<file path="src/swc_consts.svh">
// Register offsets, field positions, reset values and timing values in ns
// Assumes a 25 MHz ref_clk and a 7-bit register address
`ifndef SWC_CONSTS_SVH
`define SWC_CONSTS_SVH
`define SWC_ADDR_PAYLOAD5 7'h2E
`define SWC_ADDR_PAYLOAD4 7'h2F
`define SWC_ADDR_PAYLOAD3 7'h30
`define SWC_ADDR_PAYLOAD2 7'h31
`define SWC_ADDR_PAYLOAD1 7'h32
`define SWC_ADDR_PAYLOAD0 7'h33
`define SWC_ADDR_FD_CFG 7'h34
`define SWC_ADDR_OSC_TRIM 7'h38
`define SWC_ADDR_OPT 7'h39
`define SWC_PAYLOAD_RESET 8'h00
`define SWC_FD_CFG_RESET 8'h00
`define SWC_FD_CFG_RW_MASK 8'h3F
`define SWC_FD_ERR_OFF_BIT 5
`define SWC_FD_SKIP_BIT 4
`define SWC_FD_TIME_MSB 3
`define SWC_FD_TIME_LSB 1
`define SWC_FD_ON_BIT 0
`define SWC_TRIM_MASK 8'h7F
`define SWC_TRIM_UNLOCK 2'h3
`define SWC_OPT_RX_BIT 7
`define SWC_CLK_PERIOD_NS 40
`define SWC_FILT_STEP_NS 50
`define SWC_FILT_LONG_NS 700
`endif

</file>
<file path="src/swc_pkg.sv">
// Types shared by the selective wake configuration block
// Assumes nothing outside itself
`default_nettype none
package swc_pkg;
   typedef enum logic [1:0] {SWC_IDLE, SWC_HIGH, SWC_PASS} swc_filt_state_t;
   typedef logic [7:0] swc_byte_t;
endpackage : swc_pkg
`default_nettype wire

</file>
<file path="src/swc_payload_mem.sv">
// Six-byte store for the expected wake frame payload
// Assumes one write port and registered read data on the same clock
`default_nettype none
`include "swc_consts.svh"
module swc_payload_mem (
   input wire logic ref_clk,
   input wire logic srst,
   input wire logic wr_en,
   input wire logic [2:0] wr_idx,
   input wire logic [7:0] wr_data,
   input wire logic [2:0] rd_idx,
   output logic [7:0] rd_data,
   output logic [47:0] all_bytes
);
   logic [7:0] mem_q [0:5];
   genvar gi;
   generate
      for (gi = 0; gi < 6; gi++)
      begin : g_byte
         // Restart is not srst, so contents survive it
         always_ff @(posedge ref_clk)
         begin
            if (srst)
               mem_q[gi] <= `SWC_PAYLOAD_RESET;
            else if (wr_en && wr_idx == 3'(gi))
               mem_q[gi] <= wr_data;
         end
         assign all_bytes[gi*8 +: 8] = mem_q[gi];
      end
   endgenerate
   always_ff @(posedge ref_clk)
   begin
      if (srst)
         rd_data <= 8'h00;
      else if (rd_idx < 3'h6)
         rd_data <= mem_q[rd_idx];
      else
         rd_data <= 8'h00;
   end
endmodule : swc_payload_mem
`default_nettype wire

</file>
<file path="src/swc_dom_filter.sv">
// Dominant pulse filter on the digital receive path
// Assumes rx_in is already synchronised; dominant is low
`default_nettype none
`include "swc_consts.svh"
module swc_dom_filter (
   input wire logic ref_clk,
   input wire logic srst,
   input wire logic [2:0] time_code,
   input wire logic rx_in,
   output logic rx_out
);
   localparam int STEP_CYC = (`SWC_FILT_STEP_NS + `SWC_CLK_PERIOD_NS - 1)
      / `SWC_CLK_PERIOD_NS;
   localparam int LONG_CYC = (`SWC_FILT_LONG_NS + `SWC_CLK_PERIOD_NS - 1)
      / `SWC_CLK_PERIOD_NS;
   logic [4:0] cnt_q;
   logic [4:0] need;
   swc_pkg::swc_filt_state_t st_q;
   // 50 ns steps round up at a 40 ns clock
   function automatic logic [4:0] code_cycles(input logic [2:0] c);
      int ns;
      ns = (int'(c) + 1) * `SWC_FILT_STEP_NS;
      if (c == 3'h7)
         return 5'(LONG_CYC);
      return 5'((ns + `SWC_CLK_PERIOD_NS - 1) / `SWC_CLK_PERIOD_NS);
   endfunction : code_cycles
   assign need = code_cycles(time_code);
   always_ff @(posedge ref_clk)
   begin
      if (srst)
      begin
         st_q <= swc_pkg::SWC_IDLE;
         cnt_q <= 5'h00;
         rx_out <= 1'b1;
      end
      else
      begin
         case (st_q)
            swc_pkg::SWC_IDLE:
            begin
               rx_out <= 1'b1;
               cnt_q <= 5'h01;
               if (!rx_in)
                  st_q <= swc_pkg::SWC_HIGH;
            end
            swc_pkg::SWC_HIGH:
            begin
               if (rx_in)
                  st_q <= swc_pkg::SWC_IDLE;
               else if (cnt_q >= need)
               begin
                  rx_out <= 1'b0;
                  st_q <= swc_pkg::SWC_PASS;
               end
               else
                  cnt_q <= cnt_q + 5'h01;
            end
            swc_pkg::SWC_PASS:
            begin
               if (rx_in)
               begin
                  rx_out <= 1'b1;
                  st_q <= swc_pkg::SWC_IDLE;
               end
            end
            default:
               st_q <= swc_pkg::SWC_IDLE;
         endcase
      end
   end
   // STEP_CYC kept as the shortest legal pulse reference
   logic unused_step;
   assign unused_step = (STEP_CYC == 0);
endmodule : swc_dom_filter
`default_nettype wire

</file>
<file path="src/swc_wake_cfg.sv">
// Selective wake frame configuration registers and receive path select
// Assumes a simple same-clock register port and an async bus receive pin
`default_nettype none
`include "swc_consts.svh"
module swc_wake_cfg (
   input wire logic ref_clk,
   input wire logic srst,
   input wire logic restart,
   input wire logic reg_wr,
   input wire logic reg_rd,
   input wire logic [6:0] reg_addr,
   input wire logic [7:0] reg_wdata,
   output logic [7:0] reg_rdata,
   output logic reg_hit,
   input wire logic [1:0] trim_unlock,
   input wire logic [7:0] trim_preset,
   input wire logic trim_preset_load,
   input wire logic silence_expired,
   input wire logic rx_raw,
   input wire logic rx_analog_filtered,
   output logic rx_filtered,
   output logic [47:0] payload_bytes,
   output logic tolerant_on,
   output logic error_counter_off,
   output logic receive_filter_skip,
   output logic [2:0] dominant_pulse_filter_time,
   output logic standard_receiver_sel,
   output logic [6:0] osc_trim
);
   logic [7:0] fd_cfg_q;
   logic [7:0] fd_cfg_d;
   logic [7:0] trim_q;
   logic opt_rx_q;
   logic rx_meta_q;
   logic rx_sync_q;
   logic rxf_meta_q;
   logic rxf_sync_q;
   logic [7:0] mem_rdata;
   logic [7:0] rd_mux_q;
   logic rd_from_mem_q;
   logic [2:0] last_idx_q;
   logic [2:0] rd_idx_sel;
   logic [2:0] mem_idx;
   logic is_payload;
   logic wr_fd;
   logic wr_trim;
   logic wr_opt;
   logic pre_filter;

   // Payload addresses map linearly: byte5 lowest address
   function automatic logic [2:0] payload_index(input logic [6:0] a);
      return 3'(7'(`SWC_ADDR_PAYLOAD0) - a);
   endfunction : payload_index

   assign is_payload = (reg_addr >= `SWC_ADDR_PAYLOAD5)
      && (reg_addr <= `SWC_ADDR_PAYLOAD0);
   assign mem_idx = payload_index(reg_addr);
   assign wr_fd = reg_wr && reg_addr == `SWC_ADDR_FD_CFG;
   assign wr_trim = reg_wr && reg_addr == `SWC_ADDR_OSC_TRIM;
   assign wr_opt = reg_wr && reg_addr == `SWC_ADDR_OPT
      && trim_unlock == `SWC_TRIM_UNLOCK;
   // Hold the last read index so read data follows that byte, writes included, until the next read
   assign rd_idx_sel = (reg_rd && is_payload) ? mem_idx : last_idx_q;
   assign reg_hit = is_payload || reg_addr == `SWC_ADDR_FD_CFG
      || reg_addr == `SWC_ADDR_OSC_TRIM || reg_addr == `SWC_ADDR_OPT;

   swc_payload_mem u_payload (
      .ref_clk(ref_clk),
      .srst(srst),
      .wr_en(reg_wr && is_payload),
      .wr_idx(mem_idx),
      .wr_data(reg_wdata),
      .rd_idx(rd_idx_sel),
      .rd_data(mem_rdata),
      .all_bytes(payload_bytes)
   );

   // Hardware clear beats a same-cycle software write
   always_comb
   begin
      fd_cfg_d = fd_cfg_q;
      if (wr_fd)
         fd_cfg_d = reg_wdata & `SWC_FD_CFG_RW_MASK;
      if (silence_expired)
         fd_cfg_d[`SWC_FD_ERR_OFF_BIT] = 1'b0;
      if (restart)
         fd_cfg_d[7:6] = 2'h0;
   end

   always_ff @(posedge ref_clk)
   begin
      if (srst)
         fd_cfg_q <= `SWC_FD_CFG_RESET;
      else
         fd_cfg_q <= fd_cfg_d;
   end

   // Trim has no reset; factory preset loads it
   always_ff @(posedge ref_clk)
   begin
      if (trim_preset_load)
         trim_q <= trim_preset;
      else if (wr_trim && trim_unlock == `SWC_TRIM_UNLOCK)
         trim_q <= {trim_q[7], reg_wdata[6:0]};
   end

   always_ff @(posedge ref_clk)
   begin
      if (srst)
         opt_rx_q <= 1'b0;
      else if (wr_opt)
         opt_rx_q <= reg_wdata[`SWC_OPT_RX_BIT];
   end

   assign tolerant_on = fd_cfg_q[`SWC_FD_ON_BIT];
   assign error_counter_off = fd_cfg_q[`SWC_FD_ERR_OFF_BIT]
      && fd_cfg_q[`SWC_FD_ON_BIT];
   assign receive_filter_skip = fd_cfg_q[`SWC_FD_SKIP_BIT];
   assign dominant_pulse_filter_time =
      fd_cfg_q[`SWC_FD_TIME_MSB:`SWC_FD_TIME_LSB];
   assign standard_receiver_sel = opt_rx_q;
   assign osc_trim = trim_q[6:0] & 7'(`SWC_TRIM_MASK);

   // Both receive inputs come from pins
   always_ff @(posedge ref_clk)
   begin
      if (srst)
      begin
         rx_meta_q <= 1'b1;
         rx_sync_q <= 1'b1;
         rxf_meta_q <= 1'b1;
         rxf_sync_q <= 1'b1;
      end
      else
      begin
         rx_meta_q <= rx_raw;
         rx_sync_q <= rx_meta_q;
         rxf_meta_q <= rx_analog_filtered;
         rxf_sync_q <= rxf_meta_q;
      end
   end

   assign pre_filter = receive_filter_skip ? rx_sync_q : rxf_sync_q;

   // Dominant filter sits after the skip mux
   swc_dom_filter u_dom (
      .ref_clk(ref_clk),
      .srst(srst),
      .time_code(dominant_pulse_filter_time),
      .rx_in(pre_filter),
      .rx_out(rx_filtered)
   );

   always_ff @(posedge ref_clk)
   begin
      if (srst)
      begin
         rd_mux_q <= 8'h00;
         rd_from_mem_q <= 1'b0;
         last_idx_q <= 3'h7;
      end
      else if (reg_rd)
      begin
         rd_from_mem_q <= is_payload;
         last_idx_q <= is_payload ? mem_idx : 3'h7;
         case (reg_addr)
            `SWC_ADDR_FD_CFG:
               rd_mux_q <= fd_cfg_q & `SWC_FD_CFG_RW_MASK;
            `SWC_ADDR_OSC_TRIM:
               rd_mux_q <= trim_q;
            `SWC_ADDR_OPT:
               rd_mux_q <= {opt_rx_q, 7'h00};
            default:
               rd_mux_q <= 8'h00;
         endcase
      end
   end

   assign reg_rdata = rd_from_mem_q ? mem_rdata : rd_mux_q;
endmodule : swc_wake_cfg
`default_nettype wire

</file>
<file path="config.mk">
export PLATFORM = sky130hd
export DESIGN_NAME = swc_wake_cfg
export DESIGN_NICKNAME = d
export VERILOG_FILES = /design/src/swc_pkg.sv /design/src/swc_payload_mem.sv /design/src/swc_dom_filter.sv /design/src/swc_wake_cfg.sv
export VERILOG_INCLUDE_DIRS = /design/src
export SDC_FILE = /design/constraint.sdc
export NUM_CORES = 1
export LEC_CHECK = 0
export ABC_AREA = 1
export BUFFER_PORTS_ARGS = -buffer_cell sky130_fd_sc_hd__buf_4
export CAP_MARGIN = 20
export CORE_MARGIN = 1
export CORE_UTILIZATION = 49
export CTS_CLUSTER_DIAMETER = 200
export DETAILED_ROUTE_END_ITERATION = 7
export GPL_ROUTABILITY_DRIVEN = 0
export PLACE_DENSITY_LB_ADDON = 0.2
export SETUP_SLACK_MARGIN = 0.05
export SYNTH_ARGS = -nofsm -noshare
export SYNTH_HDL_FRONTEND = slang
export SYNTH_SLANG_ARGS = --single-unit
</file>
<file path="constraint.sdc">
create_clock -name ref_clk -period 6.5 [get_ports ref_clk]
set_input_delay 0.325 -clock ref_clk [delete_from_list [all_inputs] [get_ports ref_clk]]
set_output_delay 0.325 -clock ref_clk [all_outputs]
set_load 0.02 [all_outputs]
</file>
# Yosys cells after proc, flatten, opt, wreduce, memory -nomap -nowiden

Memory sizes are Yosys's and may differ from the RTL's. A register that Yosys moved wholly into a read port is not among the register bits.
Cells that the tools add are included.
Widths: inputs -> output; s select.

Register bits after elaboration: 39
Memory bits (writable): 48
Bits of input ports: 34
Output and inout port bits: 72
Word-level logic and storage cells: 128
Memories: 1

Memories:

| memory          | words | bits a word | rd ports | clocked after Yosys merged registers in | write ports | line                  | RTL |
|---|---|---|---|---|---|---|---|
| u_payload.mem_q | 6     | 8           | 7        | 1                                       | 6           | swc_payload_mem.sv:15 | `logic [7:0] mem_q [0:5];` |

Add/subtract/negate cells: 5
$mul: 1
Div/mod/pow operators: 1
$lt $le $gt $ge: 4
Equal/unequal tests: 18
Muxes and demuxes: 48
Bitwise logic cells: 7
Reductions and logical operators: 28

Operators by type and width:

| operator              | number |
|---|---|
| $mux 8                | 8 |
| $add 32x7->32 const B | 1 |
| $div 32x7->32 const B | 1 |
| $mul 32x6->31 const B | 1 |
| $sub 32x2->32 const B | 1 |
| $mux 1                | 25 |
| $pmux 8 s3            | 1 |
| $eq 7x6->1 const B    | 3 |
| $mux 5                | 4 |
| $logic_and 1x1->1     | 15 |
| $pmux 5 s2            | 1 |
| $eq 3x3->1 const B    | 3 |
| $mux 2                | 4 |
| $ge 7x6->1 const B    | 1 |
| $le 7x6->1 const B    | 1 |
| $mux 7                | 1 |
| $eq 3x2->1 const B    | 2 |
| $mux 3                | 2 |
| $ne 2x2->1 const B    | 3 |
| $or 1x1->1            | 6 |
| $pmux 2 s3            | 1 |
| $reduce_and 3->1      | 2 |
| $add 5x1->5 const B   | 1 |
| $ge 5x5->1            | 1 |
| 17 further kinds      | 23 |

# Logic depth before layout (Yosys ltp)

Word-level depth: 10
Depth in mapped cells: 48
Depth with buffers taken out: 48

# Cells and area by module

Synthesis repeated with hierarchy kept, for this count alone.

Cells, all modules: 773
Area total of the unflattened synthesis: 5874.4 um^2

By module, submodules not included:

| module          | instances | cells an instance | area each (um^2) | sequential area each (um^2) |
|---|---|---|---|---|
| swc_payload_mem | 1         | 276               | 2504.9           | 1601.5 |
| swc_wake_cfg    | 1         | 221               | 1745.4           | 700.7 |
| swc_dom_filter  | 1         | 276               | 1624.1           | 160.2 |

# Worst setup path after synthesis

OpenSTA, ideal clock, no wires.

Kind: register to register
From: register fd_cfg_q[1]
To: register u_dom.cnt_q[4]
Library setup time: 0.080 ns
Arrival: 5.464 ns
Required time: 6.420 ns
Slack: 0.956 ns
Cell stages (with the launch flop): 43
Buffers on the path: 0
Clock period less this slack: 5.544 ns
Cell sequence: dfxtp_1 -> ha_1 -> ha_1 -> inv_1 -> ha_1 -> inv_1 -> ha_1 -> ha_1 -> nand3_1 -> nand2_1 -> o21ai_1 -> nand2_1 -> nor2_2 -> nand2_4 -> nand2_4 -> nand2_2 -> nand2_4 -> nand3_4 -> (+7 left out) -> nand2_2 -> nand3_4 -> nand2_1 -> nand2_1 -> nand3_1 -> nand2_1 -> nand2_1 -> nor2_2 -> ha_1 -> o21a_1 -> o21a_1 -> o21a_1 -> o21ai_0 -> nand2_1 -> o21ai_0 -> nand3_1 -> o21ai_0 -> nor3b_1

Cells in the longest elaborated chain, start to end: 9
Elaborated cells on any way between the ends: 11
Classes of those cells: add/sub (3); mul (1); div (1); order compare (1); eq/ne (2); mux (2); reduce/logical (1)

RTL lines:

| element                               | line                 | RTL |
|---|---|---|
| start: declaration                    | swc_wake_cfg.sv:30   | `logic [7:0] fd_cfg_q;` |
| start signal: assignment              | swc_wake_cfg.sv:93   | `` fd_cfg_q <= `SWC_FD_CFG_RESET; `` |
| start signal: assignment              | swc_wake_cfg.sv:95   | `fd_cfg_q <= fd_cfg_d;` |
| $add 3x1->4                           | swc_dom_filter.sv:22 | `` ns = (int'(c) + 1) * `SWC_FILT_STEP_NS; `` |
| $mul 32x6->31 (no source line)        | n/a                  |  |
| $add 32x7->32 (no source line)        | n/a                  |  |
| $sub 32x2->32                         | swc_dom_filter.sv:25 | `` return 5'((ns + `SWC_CLK_PERIOD_NS - 1) / `SWC_CLK_PERIOD_NS); `` |
| $div 32x7->32 (no source line)        | n/a                  |  |
| $mux 5 (*)                            | swc_dom_filter.sv:25 |  |
| $ge 5x5->1 (*)                        | swc_dom_filter.sv:50 | `else if (cnt_q >= need)` |
| $ne 2x2->1 (no source line) (*)       | n/a                  |  |
| $reduce_and 3->1 (no source line) (*) | n/a                  |  |
| end signal: assignment                | swc_dom_filter.sv:56 | `cnt_q <= cnt_q + 5'h01;` |
| end: declaration                      | swc_dom_filter.sv:16 | `logic [4:0] cnt_q;` |

Mark *: on every way between the ends. The rest lies on a longest branch, timed or not.
A chain may end at the register's enable or synchronous reset.

# Worst setup path after layout

From: register fd_cfg_q[2]
To: register u_dom.cnt_q[4]

The elaborated chain is that of the path after synthesis.

==> flow_metrics.tcl <==
set metrics [dict create \
    antenna_found_initial 0 \
    yosysSeqAreaShare_pct 45.4 \
    power.density_nw_per_um2 183 \
    fin_crit_ps 5870 \
    rsz0062_at_grt "no" \
    drive_above_1_share_pct 25.5 \
    dieArea_um2 11500 \
    drtPass1Iterations 5 \
    yosys_most_used_dff "edfxtp_1" \
    hold_buffers 0 \
    final.setup.tns_ps 0 \
    fin_ws_ps 632 \
    reg2reg_depth 45 \
    first_global_vias 4410 \
    r2r_end "u_dom.cnt_q[4]$_SDFFE_PP0P_" \
    die_h_um 107 \
    startpoint_type "register" \
    syn_inst 662 \
    maxSlewHeadroom_pct 50.9 \
    route.vias.total 4797 \
    fin_skew_ps 8.21 \
    ios 106 \
    slew_violations 0 \
    ir_worst_vdd_mv 0.143 \
    cts_num_sinks 95 \
    hold_start "silence_expired" \
    pre_cts_ws_ps 282 \
    drv_cap 0 \
    final_nets 806 \
    crit_arrival_ps 6170 \
    setup_viol 0 \
    port_buffers 104 \
    hold_viol 0 \
    drc_errors 0 \
    hpwl_um 10700 \
    htreeDepth 3 \
    synth_edf_count 56 \
    cts_tree "built" \
    path_class "register to register" \
    routedWlPerCell_um 15.7 \
    drtAntennaViolNets 0 \
    ys_ff_latch 95 \
    syn2layout_area_growth_pct 18.7 \
    rrSetupSlack_ps 630 \
    end_kind "register" \
    p_leak_nw 2.88 \
    max_stage_delay_ps 380 \
    via_per_inst 5.34 \
    cp_max_fo 7 \
    grt_overflow 0 \
    drtIter0Drc 355 \
    cp_data_required_time_ps 6800 \
    cp_common_cell "nand2_1" \
    cts_root_buf "clkbuf_8" \
    fp.dieW_um 107 \
    r2r_start "fd_cfg_q[2]$_SDFFE_PP0P_" \
    synthTopCellsByArea "edfxtp_1, dfxtp_1, nand2_1" \
    synth_nets 715 \
    crit_path_top_delay_cell "dfxtp_1" \
    synth_top_area_share_pct 31.0 \
    hold_path_class "primary input to register" \
    drt_wl_total_um 14100 \
    yosysMostFrequentCell "nand2_1" \
    synth.distinct_cells 42 \
    track_usage_pct 24.9 \
    yosysWarnings 0 \
    asyncSetResetFlopFracSynth_pct 0 \
    grt_start_max_net_pins 25 \
    clkTransAtPathRegs_ps 90 \
    cts_buffers 9 \
    outcome "finished, final reports clean" \
    tightest_slew_ps 735 \
    clock_latency_ps 380 \
    fin_crit_sh_pct 90.3 \
    postCtsSetupBuffers 0 \
    max_freq_ghz 0.170 \
    coreArea_um2 10800 \
    clock_path_buffers 2 \
    min_to "fd_cfg_q[5]$_SDFFE_PP0P_" \
    utilization_pct 59.5 \
    rows 38 \
    start_util_pct 50.1 \
    yosysTopAreaCell "edfxtp_1" \
    whs_path_depth 2 \
    synth_area_per_cell_um2 8.20 \
    syn_area_um2 5430 \
    grt_pass1_wl_um 21800 \
    diodes 0 \
    synth_common_cells "nand2_1, nor2_1, inv_1" \
]
power by group:
part	internal (mW)	switching (mW)	total, mW
registers	0.661	0.0164	0.677
clock network	0.135	0.208	0.343
logic	0.0601	0.101	0.161
how the worst max path moves through the flow:
| stage | from | endpoint | slack, ps | depth (start not counted) |
|---|---|---|---|---|
| floorplan | fd_cfg_q[1]$_SDFFE_PP0P_ | u_dom.cnt_q[4]$_SDFFE_PP0P_ | 960 | 42 |
| global placement | fd_cfg_q[1]$_SDFFE_PP0P_ | u_dom.cnt_q[4]$_SDFFE_PP0P_ | 470 | 45 |
| detailed placement | fd_cfg_q[1]$_SDFFE_PP0P_ | u_dom.cnt_q[4]$_SDFFE_PP0P_ | 280 | 45 |
| CTS | fd_cfg_q[1]$_SDFFE_PP0P_ | u_dom.cnt_q[4]$_SDFFE_PP0P_ | 230 | 45 |
| global route | fd_cfg_q[2]$_SDFFE_PP0P_ | u_dom.cnt_q[4]$_SDFFE_PP0P_ | 80 | 45 |
| finish | fd_cfg_q[2]$_SDFFE_PP0P_ | u_dom.cnt_q[4]$_SDFFE_PP0P_ | 630 | 45 |
state kept, by name (all words and copies together), names as in the netlist, 2 cells and up:
| register | cells |
|---|---|
| trim_q | 8 |
| u_dom.st_q | 2 |
| fd_cfg_q | 6 |
| u_dom.cnt_q | 5 |
| last_idx_q | 3 |
| rd_mux_q | 8 |
| u_payload.mem_q | 48 |
| u_payload.rd_data | 8 |
cell type report:
class,instances,area (µm²)
well taps,140,175
fillers,982,4400
inverters,83,312
repair buffers,107,801
clock inverters,7,40.0
multi-input cells,457,2530
clock buffers,9,124
flip-flops and latches,95,2460
layer usage:
layer,wire (µm),GRT usage [%],part of all wire (%)
met2,7000,42.4,50
met5,0,0,0
met1,5800,31.6,41
met4,401,10.2,2.9
met3,849,3.75,6.0
placed cells by master, fill, tap and decap left out, types with 4 or more instances in the layout:
cell type / netlist / layout
edfxtp_1: 56 / 56
nand3_1: 41 / 41
ha_1: 19 / 19
dfxtp_1: 39 / 38
nand2_1: 114 / 113
clkbuf_8: 0 / 9
nor2_1: 96 / 96
buf_4: 10 / 106
clkinv_1: 1 / 4
inv_2: 10 / 10
a21oi_1: 28 / 28
xnor2_1: 5 / 5
nand3_2: 5 / 5
mux2_2: 8 / 8
nor2_2: 4 / 4
inv_1: 72 / 72
o21ai_0: 46 / 45
nand4_1: 11 / 11
o21a_1: 4 / 4
or2_2: 6 / 6
nand2_4: 9 / 9
nand2_2: 20 / 21
o22ai_1: 12 / 12
nor3_1: 4 / 4
metrics by stage:
step | cells | area, µm² | power (mW) | hold slack [ps]
6_report | 898 | 6440 | 1.18 | 117
3_3_place_gp | 880 | 6250 | 0.847 | 393
2_1_floorplan | 662 | 5430 | 0.780 | 389
4_1_cts | 896 | 6420 | 1.18 | 114
5_1_grt | 898 | 6440 | 1.22 | 122
3_5_place_dp | 880 | 6250 | 0.849 | 397
what timing repair did:
item	4_1_cts	5_1_grt
gates resized for setup	0	5
setup endpoints to repair	0	5
endpoints found under the hold margin	0	0
worst max-delay path: cells and delay by family (launching register included):
kind,cells,cell delay [ps]
adders and majority gates,5,1390
and+or+nand+nor,29,2760
buffers and inverters,5,320
DFF,1,380
AOI/OAI and AO/OA,6,930
logic make-up after synthesis:
group | count (synthesis) | synth area share, %
simple gates | 318 | 28.0
buf+inv | 110 | 8.30
compound gates | 105 | 10.9
flops | 95 | 45.4
fa+ha+maj | 19 | 4.38
mux | 8 | 1.66
xor+xnor | 6 | 1.31
other cells | 1 | 0.0691
Power figures use the tool's default switching activity.
